===== src/logic/half_bridge_defs.svh =====
`ifndef HALF_BRIDGE_DEFS_SVH
`define HALF_BRIDGE_DEFS_SVH
`define WORD_BITS 16
`define CTL_CLEAR_BIT 0
`define CTL_SW_LO 1
`define CTL_SW_HI 6
`define CTL_OCS_BIT 13
`define STS_WARN_BIT 0
`define STS_SC_BIT 13
`define STS_OL_BIT 14
`define STS_SF_BIT 15
`define CTL_RESET_VALUE 16'h2000
`define UV_DELAY_NS 1000
`define UV_DELAY_CYC ((`UV_DELAY_NS + 9) / 10)
`define SD_DELAY_NS 1000
`define SD_DELAY_CYC ((`SD_DELAY_NS + 9) / 10)
`endif


===== src/logic/half_bridge_pkg.sv =====
package half_bridge_pkg;
   typedef enum logic [2:0] {
      LINK_IDLE = 3'b001,
      LINK_SHIFT = 3'b010,
      LINK_FULL = 3'b100
   } link_state_t;
endpackage


===== src/logic/delay_filter.sv =====
`timescale 1ns/10ps
// A condition passes only after it has held for the full count of cycles.
module delay_filter #(
   parameter int COUNT = 100
) (
   input wire logic clock,
   input wire logic rst_n,
   input wire logic cond,
   output logic hit
);
   logic [15:0] cnt_r;
   logic [15:0] cnt_nxt;
   always_comb begin
      if (!cond) begin
         cnt_nxt = 16'h0000;
      end else if (cnt_r != 16'(COUNT)) begin
         cnt_nxt = cnt_r + 16'h0001;
      end else begin
         cnt_nxt = cnt_r;
      end
   end
   always_ff @(posedge clock or negedge rst_n) begin
      if (!rst_n) begin
         cnt_r <= 16'h0000;
      end else begin
         cnt_r <= cnt_nxt;
      end
   end
   assign hit = cond && (cnt_r == 16'(COUNT));
endmodule


===== src/logic/half_bridge_serial_control.sv =====
`timescale 1ns/10ps
`include "half_bridge_defs.svh"
// Summary of operation
// - Chip select low starts; data sampled on falling clock.
// - Sixteen bits LSB first; applied at select rise.
// - Output tri-state when deselected; shifts on rising clock.
// - Clear bit clears supply, open-load, short flags.
// - Bits one to six switch the six stages.
// - Bit thirteen enables overcurrent shutdown.
// - Status bit zero reports temperature prewarning.
// - Status bits one to six show switch state.
// - Status bit thirteen flags overcurrent, with or without shutdown.
// - Status bit fourteen flags open load.
// - Status bit fifteen flags supply undervoltage.
// - Reset value: shutdown enabled, switches off, clear low.
// - Lasting undervoltage sets flag, disables outputs meanwhile.
// - Supply-fail flag holds until clear written.
// - Open-load flag needs delay, holds until clear.
// - Prewarning follows thermal hysteresis comparator itself.
// - Early select rise aborts, nothing changes.
// - Thermal shutdown latches off until cool and clear.
// - Enabled overcurrent turns stage off after delay.
// - Disabled shutdown flags overcurrent, keeps switches.
// - Clear resets short flag, re-enables tripped stages.
// - Inhibit low turns switches off, erases status.
// - Inhibit high restarts through internal reset.
module half_bridge_serial_control (
   input wire logic clock,
   input wire logic rst_n,
   input wire logic inhibit_input,
   input wire logic cs_n,
   input wire logic sclk,
   input wire logic sdi,
   output logic sdo_out,
   output logic sdo_oe_n,
   input wire logic [5:0] overcurrent_in,
   input wire logic [5:0] low_current_in,
   input wire logic prewarn_in,
   input wire logic overtemp_in,
   input wire logic undervoltage_in,
   output logic [5:0] switch_on,
   output logic [5:0] switch_oe_n
);
   import half_bridge_pkg::*;

   // Pins are asynchronous to the clock; each goes through two stages first.
   logic [6:0] s1_r;
   logic [6:0] s2_r;
   logic [6:0] raw_pins;
   assign raw_pins = {inhibit_input, cs_n, sclk, sdi, prewarn_in, overtemp_in,
                      undervoltage_in};
   always_ff @(posedge clock or negedge rst_n) begin
      if (!rst_n) begin
         s1_r <= 7'h60;
         s2_r <= 7'h60;
      end else begin
         s1_r <= raw_pins;
         s2_r <= s1_r;
      end
   end
   logic [5:0] oc_s1_r;
   logic [5:0] oc_s2_r;
   logic [5:0] ol_s1_r;
   logic [5:0] ol_s2_r;
   always_ff @(posedge clock or negedge rst_n) begin
      if (!rst_n) begin
         oc_s1_r <= 6'h00;
         oc_s2_r <= 6'h00;
         ol_s1_r <= 6'h00;
         ol_s2_r <= 6'h00;
      end else begin
         oc_s1_r <= overcurrent_in;
         oc_s2_r <= oc_s1_r;
         ol_s1_r <= low_current_in;
         ol_s2_r <= ol_s1_r;
      end
   end
   logic inh_s;
   logic cs_s;
   logic clk_s;
   logic di_s;
   logic pw_s;
   logic ot_s;
   logic uv_s;
   assign inh_s = s2_r[6];
   assign cs_s = s2_r[5];
   assign clk_s = s2_r[4];
   assign di_s = s2_r[3];
   assign pw_s = s2_r[2];
   assign ot_s = s2_r[1];
   assign uv_s = s2_r[0];

   // Inhibit acts as a synchronous reset of all state except the input synchronizers, delay filters and clk_d_r; release is the power-on reset.
   logic run;
   assign run = inh_s;

   logic [15:0] ctl_r;
   logic [15:0] ctl_nxt;
   logic [15:0] sh_in_r;
   logic [15:0] sh_in_nxt;
   logic [15:0] sh_out_r;
   logic [15:0] sh_out_nxt;
   logic [4:0] cnt_r;
   logic [4:0] cnt_nxt;
   logic cs_d_r;
   logic clk_d_r;
   logic oe_n_r;
   logic oe_n_nxt;
   link_state_t st_r;
   link_state_t st_nxt;
   logic [5:0] trip_r;
   logic [5:0] trip_nxt;
   logic sc_r;
   logic sc_nxt;
   logic ol_r;
   logic ol_nxt;
   logic sf_r;
   logic sf_nxt;
   logic hot_r;
   logic hot_nxt;
   logic [5:0] sw_r;
   logic [5:0] sw_nxt;
   logic [15:0] status_word;
   logic clear_pulse;

   logic uv_hit;
   delay_filter #(.COUNT(`UV_DELAY_CYC)) uv_filter (
      .clock(clock),
      .rst_n(rst_n),
      .cond(uv_s),
      .hit(uv_hit)
   );

   logic [5:0] oc_hit;
   logic [5:0] ol_hit;
   genvar g;
   generate
      for (g = 0; g < 6; g++) begin : stage
         delay_filter #(.COUNT(`SD_DELAY_CYC)) oc_filter (
            .clock(clock),
            .rst_n(rst_n),
            .cond(oc_s2_r[g] && sw_r[g]),
            .hit(oc_hit[g])
         );
         delay_filter #(.COUNT(`SD_DELAY_CYC)) ol_filter (
            .clock(clock),
            .rst_n(rst_n),
            .cond(ol_s2_r[g] && sw_r[g]),
            .hit(ol_hit[g])
         );
      end
   endgenerate

   logic cs_fall;
   logic cs_rise;
   logic clk_fall;
   logic clk_rise;
   assign cs_fall = cs_d_r && !cs_s;
   assign cs_rise = !cs_d_r && cs_s;
   assign clk_fall = clk_d_r && !clk_s;
   assign clk_rise = !clk_d_r && clk_s;

   // Status view; the warning comes straight from the hysteresis comparator.
   always_comb begin
      status_word = 16'h0000;
      status_word[`STS_WARN_BIT] = pw_s;
      status_word[`CTL_SW_HI:`CTL_SW_LO] = sw_r;
      status_word[`STS_SC_BIT] = sc_r;
      status_word[`STS_OL_BIT] = ol_r;
      status_word[`STS_SF_BIT] = sf_r;
   end

   always_comb begin
      st_nxt = st_r;
      sh_in_nxt = sh_in_r;
      sh_out_nxt = sh_out_r;
      cnt_nxt = cnt_r;
      ctl_nxt = ctl_r;
      oe_n_nxt = oe_n_r;
      clear_pulse = 1'b0;
      case (st_r)
         LINK_IDLE: begin
            if (cs_fall) begin
               sh_out_nxt = status_word;
               cnt_nxt = 5'h00;
               oe_n_nxt = 1'b0;
               st_nxt = LINK_SHIFT;
            end
         end
         LINK_SHIFT, LINK_FULL: begin
            if (cs_rise) begin
               oe_n_nxt = 1'b1;
               st_nxt = LINK_IDLE;
               // A short frame is dropped so a prewarning poll changes nothing.
               if (st_r == LINK_FULL) begin
                  ctl_nxt = sh_in_r;
                  clear_pulse = sh_in_r[`CTL_CLEAR_BIT];
               end
            end else begin
               if (clk_fall) begin
                  sh_in_nxt = {di_s, sh_in_r[15:1]};
                  if (cnt_r != 5'h10) begin
                     cnt_nxt = cnt_r + 5'h01;
                  end
                  if (cnt_r >= 5'h0F) begin
                     st_nxt = LINK_FULL;
                  end
               end
               if (clk_rise && cnt_r != 5'h00) begin
                  sh_out_nxt = {1'b0, sh_out_r[15:1]};
               end
            end
         end
         default: begin
            st_nxt = LINK_IDLE;
            oe_n_nxt = 1'b1;
         end
      endcase
   end

   // Protection; a new event wins over a clear in the same cycle.
   always_comb begin
      trip_nxt = trip_r;
      sc_nxt = sc_r;
      ol_nxt = ol_r;
      sf_nxt = sf_r;
      hot_nxt = hot_r;
      if (clear_pulse) begin
         trip_nxt = 6'h00;
         sc_nxt = 1'b0;
         ol_nxt = 1'b0;
         sf_nxt = 1'b0;
         if (!ot_s) begin
            hot_nxt = 1'b0;
         end
      end
      if (ot_s) begin
         hot_nxt = 1'b1;
      end
      if (|oc_hit) begin
         sc_nxt = 1'b1;
         if (ctl_r[`CTL_OCS_BIT]) begin
            trip_nxt = trip_nxt | oc_hit;
         end
      end
      if (|ol_hit) begin
         ol_nxt = 1'b1;
      end
      if (uv_hit) begin
         sf_nxt = 1'b1;
      end
   end

   // Undervoltage gates outputs only while present, so recovery is immediate.
   always_comb begin
      if (hot_r || uv_hit) begin
         sw_nxt = 6'h00;
      end else begin
         sw_nxt = ctl_r[`CTL_SW_HI:`CTL_SW_LO] & ~trip_r;
      end
   end

   always_ff @(posedge clock or negedge rst_n) begin
      if (!rst_n) begin
         st_r <= LINK_IDLE;
         sh_in_r <= 16'h0000;
         sh_out_r <= 16'h0000;
         cnt_r <= 5'h00;
         ctl_r <= `CTL_RESET_VALUE;
         oe_n_r <= 1'b1;
         cs_d_r <= 1'b1;
         clk_d_r <= 1'b0;
         trip_r <= 6'h00;
         sc_r <= 1'b0;
         ol_r <= 1'b0;
         sf_r <= 1'b0;
         hot_r <= 1'b0;
         sw_r <= 6'h00;
      end else if (!run) begin
         st_r <= LINK_IDLE;
         sh_in_r <= 16'h0000;
         sh_out_r <= 16'h0000;
         cnt_r <= 5'h00;
         ctl_r <= `CTL_RESET_VALUE;
         oe_n_r <= 1'b1;
         cs_d_r <= 1'b1;
         clk_d_r <= clk_s;
         trip_r <= 6'h00;
         sc_r <= 1'b0;
         ol_r <= 1'b0;
         sf_r <= 1'b0;
         hot_r <= 1'b0;
         sw_r <= 6'h00;
      end else begin
         st_r <= st_nxt;
         sh_in_r <= sh_in_nxt;
         sh_out_r <= sh_out_nxt;
         cnt_r <= cnt_nxt;
         ctl_r <= ctl_nxt;
         oe_n_r <= oe_n_nxt;
         cs_d_r <= cs_s;
         clk_d_r <= clk_s;
         trip_r <= trip_nxt;
         sc_r <= sc_nxt;
         ol_r <= ol_nxt;
         sf_r <= sf_nxt;
         hot_r <= hot_nxt;
         sw_r <= sw_nxt;
      end
   end

   assign sdo_out = sh_out_r[0];
   assign sdo_oe_n = oe_n_r;
   assign switch_on = sw_r;
   assign switch_oe_n = {6{~run}};
endmodule


===== config.mk =====
export PLATFORM = sky130hd
export DESIGN_NAME = half_bridge_serial_control
export DESIGN_NICKNAME = d
export VERILOG_FILES = /design/src/logic/half_bridge_pkg.sv /design/src/logic/delay_filter.sv /design/src/logic/half_bridge_serial_control.sv
export VERILOG_INCLUDE_DIRS = /design/src /design/src/logic
export SDC_FILE = /design/constraint.sdc
export NUM_CORES = 1
export LEC_CHECK = 0
export BUFFER_PORTS_ARGS = -buffer_cell sky130_fd_sc_hd__buf_4
export CAP_MARGIN = 5
export CORE_UTILIZATION = 65
export CTS_CLUSTER_SIZE = 20
export DETAILED_ROUTE_END_ITERATION = 16
export GPL_ROUTABILITY_DRIVEN = 1
export PLACE_DENSITY = 0.82
export SLEW_MARGIN = 5
export SYNTH_ARGS = -nofsm -noshare
export SYNTH_HDL_FRONTEND = slang
export SYNTH_SLANG_ARGS = --single-unit

===== constraint.sdc =====
create_clock -name clock -period 6.1 [get_ports clock]
set_input_delay 0.61 -clock clock [delete_from_list [all_inputs] [get_ports clock]]
set_output_delay 0.61 -clock clock [all_outputs]
set_load 0.01 [all_outputs]

# --- Yosys cells after proc, flatten, opt, wreduce, memory -nomap -nowiden ---
# Cells that the tools add are included.
classes:
  add_sub_neg: 14
  n_lt_le_gt_ge: 1
  eq_ne: 61
  n_mux: 74
  bitwise: 4
  n_reduce_logical: 45
op_table:
  columns: ["operator", "count"]
  rows:
  - ["16-bit two-way mux", 34]
  - ["16-bit by 1-bit adder with 16-bit output (second input constant)", 13]
  - ["16-bit by 7-bit equality test with 1-bit output (second input constant)", 13]
  - ["16-bit by 7-bit inequality test with 1-bit output (second input constant)", 13]
  - ["14-bit two-way mux", 4]
  - ["6-bit two-way mux", 6]
  - ["16-bit one-hot mux with 2 select lines", 1]
  - ["1-bit logical AND", 30]
  - ["2-bit inequality test (second input constant)", 13]
  - ["5-bit two-way mux", 5]
  - ["3-bit inequality test (second input constant)", 6]
  - ["1-bit two-way mux", 16]
  - ["3-bit two-way mux", 5]
  - ["3-bit by 1-bit inequality test with 1-bit output (second input constant)", 4]
  - ["6-bit OR reduction", 2]
  - ["2-bit by 1-bit inequality test with 1-bit output (second input constant)", 5]
  - ["5-bit one-hot mux with 2 select lines", 1]
  - ["3-bit AND reduction", 3]
  - ["4-bit inequality test (second input constant)", 2]
  - ["6-bit AND", 1]
  - ["6-bit inverter", 1]
  - ["6-bit bitwise OR", 1]
  - ["3-bit one-hot mux with 2 select lines", 1]
  - ["5-bit by 1-bit adder with 5-bit output (second input constant)", 1]
  - ["other kinds (15)", 18]
totals:
  ff_bits: 319
  in_bits: 21
  output_inout_bits: 14
  wordCells: 232

# --- Longest topological paths before layout ---
depth:
  depth_word: 9
  depth_mapped: 8

# --- Cells and area by module ---
# From an unflattened synthesis, not the netlist that was laid out.
hier_totals:
  cells_unflattened: 1509
  area_unflattened_um2: 15588.7
modules_own_cells:
  columns: ["mod", "n_inst", "cells_each", "area_per_inst_um2"]
  rows:
  - ["delay_filter (stage[0].oc_filter ...)", 12, 91, 889.6]
  - ["half_bridge_serial_control", 1, 330, 4045.1]
  - ["delay_filter (stage[3].ol_filter)", 1, 87, 868.3]

# --- Worst setup path after synthesis ---
# Ideal clock, no wire load.
synth_timing:
  kind: "flip-flop to output port"
  from: "reg s2_r[6]"
  to: "out switch_oe_n[1]"
  arrival_time_ns: 1.539
  required_time_ns: 5.490
  setup_slack_ns: 3.951
  stages_incl_launch_ff: 6
  path_buffers: 4
  path_cell_list: "dfstp_2 buf_2 clkinv_1 clkbuf_1 buf_1 buf_4"
synth_between:
  elab_chain_cells: 1
synth_rtl:
  columns: ["element", "line_no", "rtl"]
  rows:
  - ["from (decl)", "half_bridge_serial_control.sv:48", "logic [6:0] s2_r;"]
  - ["from (signal assigned)", "half_bridge_serial_control.sv:58", "s2_r <= s1_r;"]
  - ["1-bit inverter", "half_bridge_serial_control.sv:315", "assign switch_oe_n = {6{~run}};"]
  - ["to (decl)", "half_bridge_serial_control.sv:42", "output logic [5:0] switch_oe_n"]
# No other way between the ends.

# --- Worst setup path in the final report ---
layout_timing:
  from: "reg st_r[2]"
  to: "reg sh_out_r[6]"
layout_between:
  elab_chain_cells: 4
layout_rtl:
  columns: ["element", "line_no", "rtl"]
  rows:
  - ["from (decl)", "half_bridge_serial_control.sv:109", "link_state_t st_r;"]
  - ["from (signal assigned)", "half_bridge_serial_control.sv:295", "st_r <= st_nxt;"]
  - ["3-bit equality test / 3-bit by 2-bit equality test with 1-bit output (equally long branches)", "half_bridge_serial_control.sv:181", "case (st_r)"]
  - ["2-bit OR reduction", "half_bridge_serial_control.sv:181", null]
  - ["3-bit by 1-bit inequality test with 1-bit output (no line) (tied with other cells)", null, null]
  - ["4-bit AND reduction (no line) / 16-bit two-way mux (equally long branches)", null, null]
  - ["to (signal assigned)", "half_bridge_serial_control.sv:297", "sh_out_r <= sh_out_nxt;"]
  - ["to (decl)", "half_bridge_serial_control.sv:101", "logic [15:0] sh_out_r;"]
# Several ways; a longest one is shown, not always the timed one.
# A chain may end at the register's enable or synchronous reset.

==> results_dict.tcl <==
set metrics [dict create \
    status "finished clean" \
    pwr-share-seq 0.496 \
    critPathLaunchType "flop" \
    crit_path_max_fanout 16 \
    synth_warnings 0 \
    cts_resized 0 \
    synth-seq-cells 312 \
    drc 0 \
    wl_per_cell_um 16.2 \
    p_leak_nw 6.47 \
    reg2reg_slack_ns 3.47 \
    slew-limit-headroom 0.347 \
    layout-drive-gt1-share 0.0844 \
    drt_first_iter_violations 788 \
    powerDensity_nw_per_um2 257 \
    fp.dieH_um 154 \
    synth.top_cell.area_share 0.508 \
    synth_edf_count 0 \
    worstPathArrival_ns 3.07 \
    critPathRequiredTime_ns 6.54 \
    path_clk_slew_ns 0.06 \
    min_to "ol_s1_r[5]$_DFF_PN0_" \
    max-cap-violations 0 \
    filler_cell_count 1554 \
    timing.rr.end "sh_out_r[6]$_DFFE_PN0P_" \
    instances_no_fill 1826 \
    num_vias 11100 \
    pin_count 35 \
    hold_path_class "primary input to flop" \
    start_util 0.662 \
    rows 55 \
    final.setup_skew_ns 0.0218 \
    dp.cells 1768 \
    period_share 0.431 \
    syn_inst 1488 \
    r2r_cells 4 \
    cts_max_path_buffers 3 \
    die_x_um 154 \
    syn_to_final_growth_pct 10.5 \
    synth.distinct_cells 64 \
    final-seq-area_um2 7820 \
    diodes 0 \
    routed-wl-met3_um 929 \
    via_per_inst 6.05 \
    ys_async_sr_fraction 1.00 \
    finalHoldViolations 0 \
    slowest_delay_ns 0.69 \
    tns_ns 0 \
    p_clk_frac 0.480 \
    nNetsFinal 1566 \
    grt_pass1_wl_um 51100 \
    cts_tree "built" \
    highest_layer "met4" \
    gp_congestion 0.867 \
    cts_buffers 31 \
    htreeDepth 1 \
    root_buffer "clkbuf_16" \
    cp-end-kind "flop" \
    worst_pin_slew_ns 0.979 \
    synth_area_leaders "dfrtp_1 (51%), nor2_1 (3.9%), xnor2_1 (3.7%)" \
    grt-ovfl-total 0 \
    synth.largest_area_cell "dfrtp_1" \
    grt_max_degree 133 \
    hp-start "low_current_in[5]" \
    r2r-start "st_r[2]$_DFFE_PN0P_" \
    p_sw_mw 0.889 \
    antenna_left 0 \
    dpl.hpwl_um 19100 \
    first_global_vias 10900 \
    critical_path_class "flop to flop" \
    insertion_delay_ns 0.56 \
    ir_drop_mv 0.240 \
    switching_share 0.209 \
    drv_slew 0 \
    multi_input_area_um2 6720 \
    synth_area_um2 15000 \
    antenna_found_initial 0 \
    slowest_stage "xor2_1" \
    die_area_um2 23700 \
    wl_um 29600 \
    syn_area_per_cell_um2 10.1 \
    hold_buffers 0 \
    fmax_mhz 380 \
    postCtsSetupBuffers 0 \
    wl_met2_um 14600 \
    fin_crit_ns 2.63 \
    hold_path_depth 1 \
    setup-violations-final 0 \
    cts_sinks 312 \
    crit_chain "xor2_1, nand3_1, a2bb2oi_4, mux2_4" \
    pwr-share-comb 0.024 \
    coreArea_um2 22600 \
    synth_ff_type "dfrtp_1" \
    wl_met1_um 13700 \
    synth-seq-area-share 0.522 \
    grt_setup_unrepaired "no" \
    syn-num-nets 1538 \
    io_buffer_count 34 \
    p_int_mw 3.36 \
    drtPass1Iterations 5 \
    grt.total_usage 0.258 \
]
-- logic make-up after synthesis --
family	count (synthesis)	share of synthesized area
DFF	312	0.522
muxes	45	0.0320
buffers and inverters	107	0.0295
AOI/OAI and AO/OA	227	0.0890
and+or+nand+nor	655	0.237
xor gates and xnor gates	113	0.0661
adders and majority gates	29	0.0242
-- state kept, by name, indices dropped and copies added, names as in the netlist, 3 cells and up --
signal / count
cnt_r: 5
ctl_r: 7
oc_s1_r: 6
oc_s2_r: 6
ol_s1_r: 6
ol_s2_r: 6
s1_r: 7
s2_r: 7
sh_in_r: 16
sh_out_r: 16
st_r: 3
stage.oc_filter.cnt_r: 96
stage.ol_filter.cnt_r: 96
switch_on: 6
trip_r: 6
uv_filter.cnt_r: 16
-- layout by cell type (no fill, tap or decap), drive strengths merged, types with 11 or more instances in the layout --
cell type / netlist / final
nand4: 54 / 54
nand3: 87 / 87
xnor2: 63 / 63
and3: 12 / 12
or3: 52 / 52
nor4: 32 / 32
inv: 62 / 63
nor4b: 16 / 16
buf: 12 / 39
and4: 27 / 27
or4: 16 / 16
nor2: 154 / 154
a21oi: 103 / 103
clkbuf: 32 / 40
nor4bb: 17 / 17
o21ai: 64 / 64
mux2: 11 / 11
dfrtp: 304 / 304
xor2: 50 / 50
ha: 29 / 29
o31ai: 13 / 13
mux2i: 34 / 34
nor3b: 16 / 16
nor3: 27 / 27
nand2: 117 / 117
-- layout make-up --
type | count | share of cell area
Clock buffer | 40 | 0.0513
Clock inverter | 18 | 0.0155
Inverter | 63 | 0.0143
Multi-Input combinational cell | 1069 | 0.406
Sequential cell | 312 | 0.472
Tap cell | 285 | 0.0215
Timing Repair Buffer | 39 | 0.0189
-- worst max path at each step --
stage / start / end / depth (start not counted)
after global routing: st_r[2]$_DFFE_PN0P_ / sh_out_r[6]$_DFFE_PN0P_ / 4
after global placement: st_r[2]$_DFFE_PN0P_ / sh_out_r[6]$_DFFE_PN0P_ / 4
after floorplan: s2_r[6]$_DFF_PN1_ / switch_oe_n[1] / 5
after detailed placement: st_r[2]$_DFFE_PN0P_ / sh_out_r[5]$_DFFE_PN0P_ / 4
final: st_r[2]$_DFFE_PN0P_ / sh_out_r[6]$_DFFE_PN0P_ / 4
after CTS: st_r[2]$_DFFE_PN0P_ / sh_out_r[6]$_DFFE_PN0P_ / 4
-- per-stage QoR --
step	area, um2	util	hold WS (ns)	power (mW)	setup slack [ns]
global placement	15400	0.682	0.333	2.24	3.66
floorplan	15000	-	0.314	2.18	3.95
CTS	16500	0.731	0.127	4.29	3.49
detailed placement	15400	0.682	0.335	2.25	3.50
global route	16500	0.731	0.127	4.38	3.32
finish	16500	0.731	0.151	4.25	3.47
-- critical path: cells and delay by family (launching register included) --
family | cells | cell delay (ns)
AOI/OAI and AO/OA | 1 | 0.36
xor gates and xnor gates | 1 | 0.69
DFF | 1 | 0.63
muxes | 1 | 0.36
and+or+nand+nor | 1 | 0.46
-- power groups by stage --
stage | sequential, mW | clock (mW) | combinational, mW
global route | 2.11 | 2.16 | 0.116
CTS | 2.10 | 2.08 | 0.106
detailed placement | 2.14 | 0 | 0.105
finish | 2.10 | 2.04 | 0.102
floorplan | 2.13 | 0 | 0.0476
global placement | 2.14 | 0 | 0.103
-- layer usage --
layer	track usage	vias up
met3	0.0324	39
met1	0.359	5440
met2	0.437	182
met5	0	-
met4	0.0600	0
li1	-	5392
-- Yosys cell counts (all sizes together), types with 3 or more instances --
master,number
o21ai,64
and4,27
a22oi,3
buf,12
nand4,54
xor2,50
nand2b,9
nand2,117
nor3,27
a211oi,3
o31ai,13
o22ai,6
nor4,32
a21oi,103
nor3b,16
nor2,154
nor4bb,17
dfstp,8
a32oi,4
ha,29
a31oi,7
nand3,87
dfrtp,304
o41ai,3
and2,10
xnor2,63
mux2i,34
or4,16
clkbuf,32
or2,4
and3,12
or3,52
mux2,11
a21bo,3
nor4b,16
inv,62
Power figures use the tool's default switching activity.
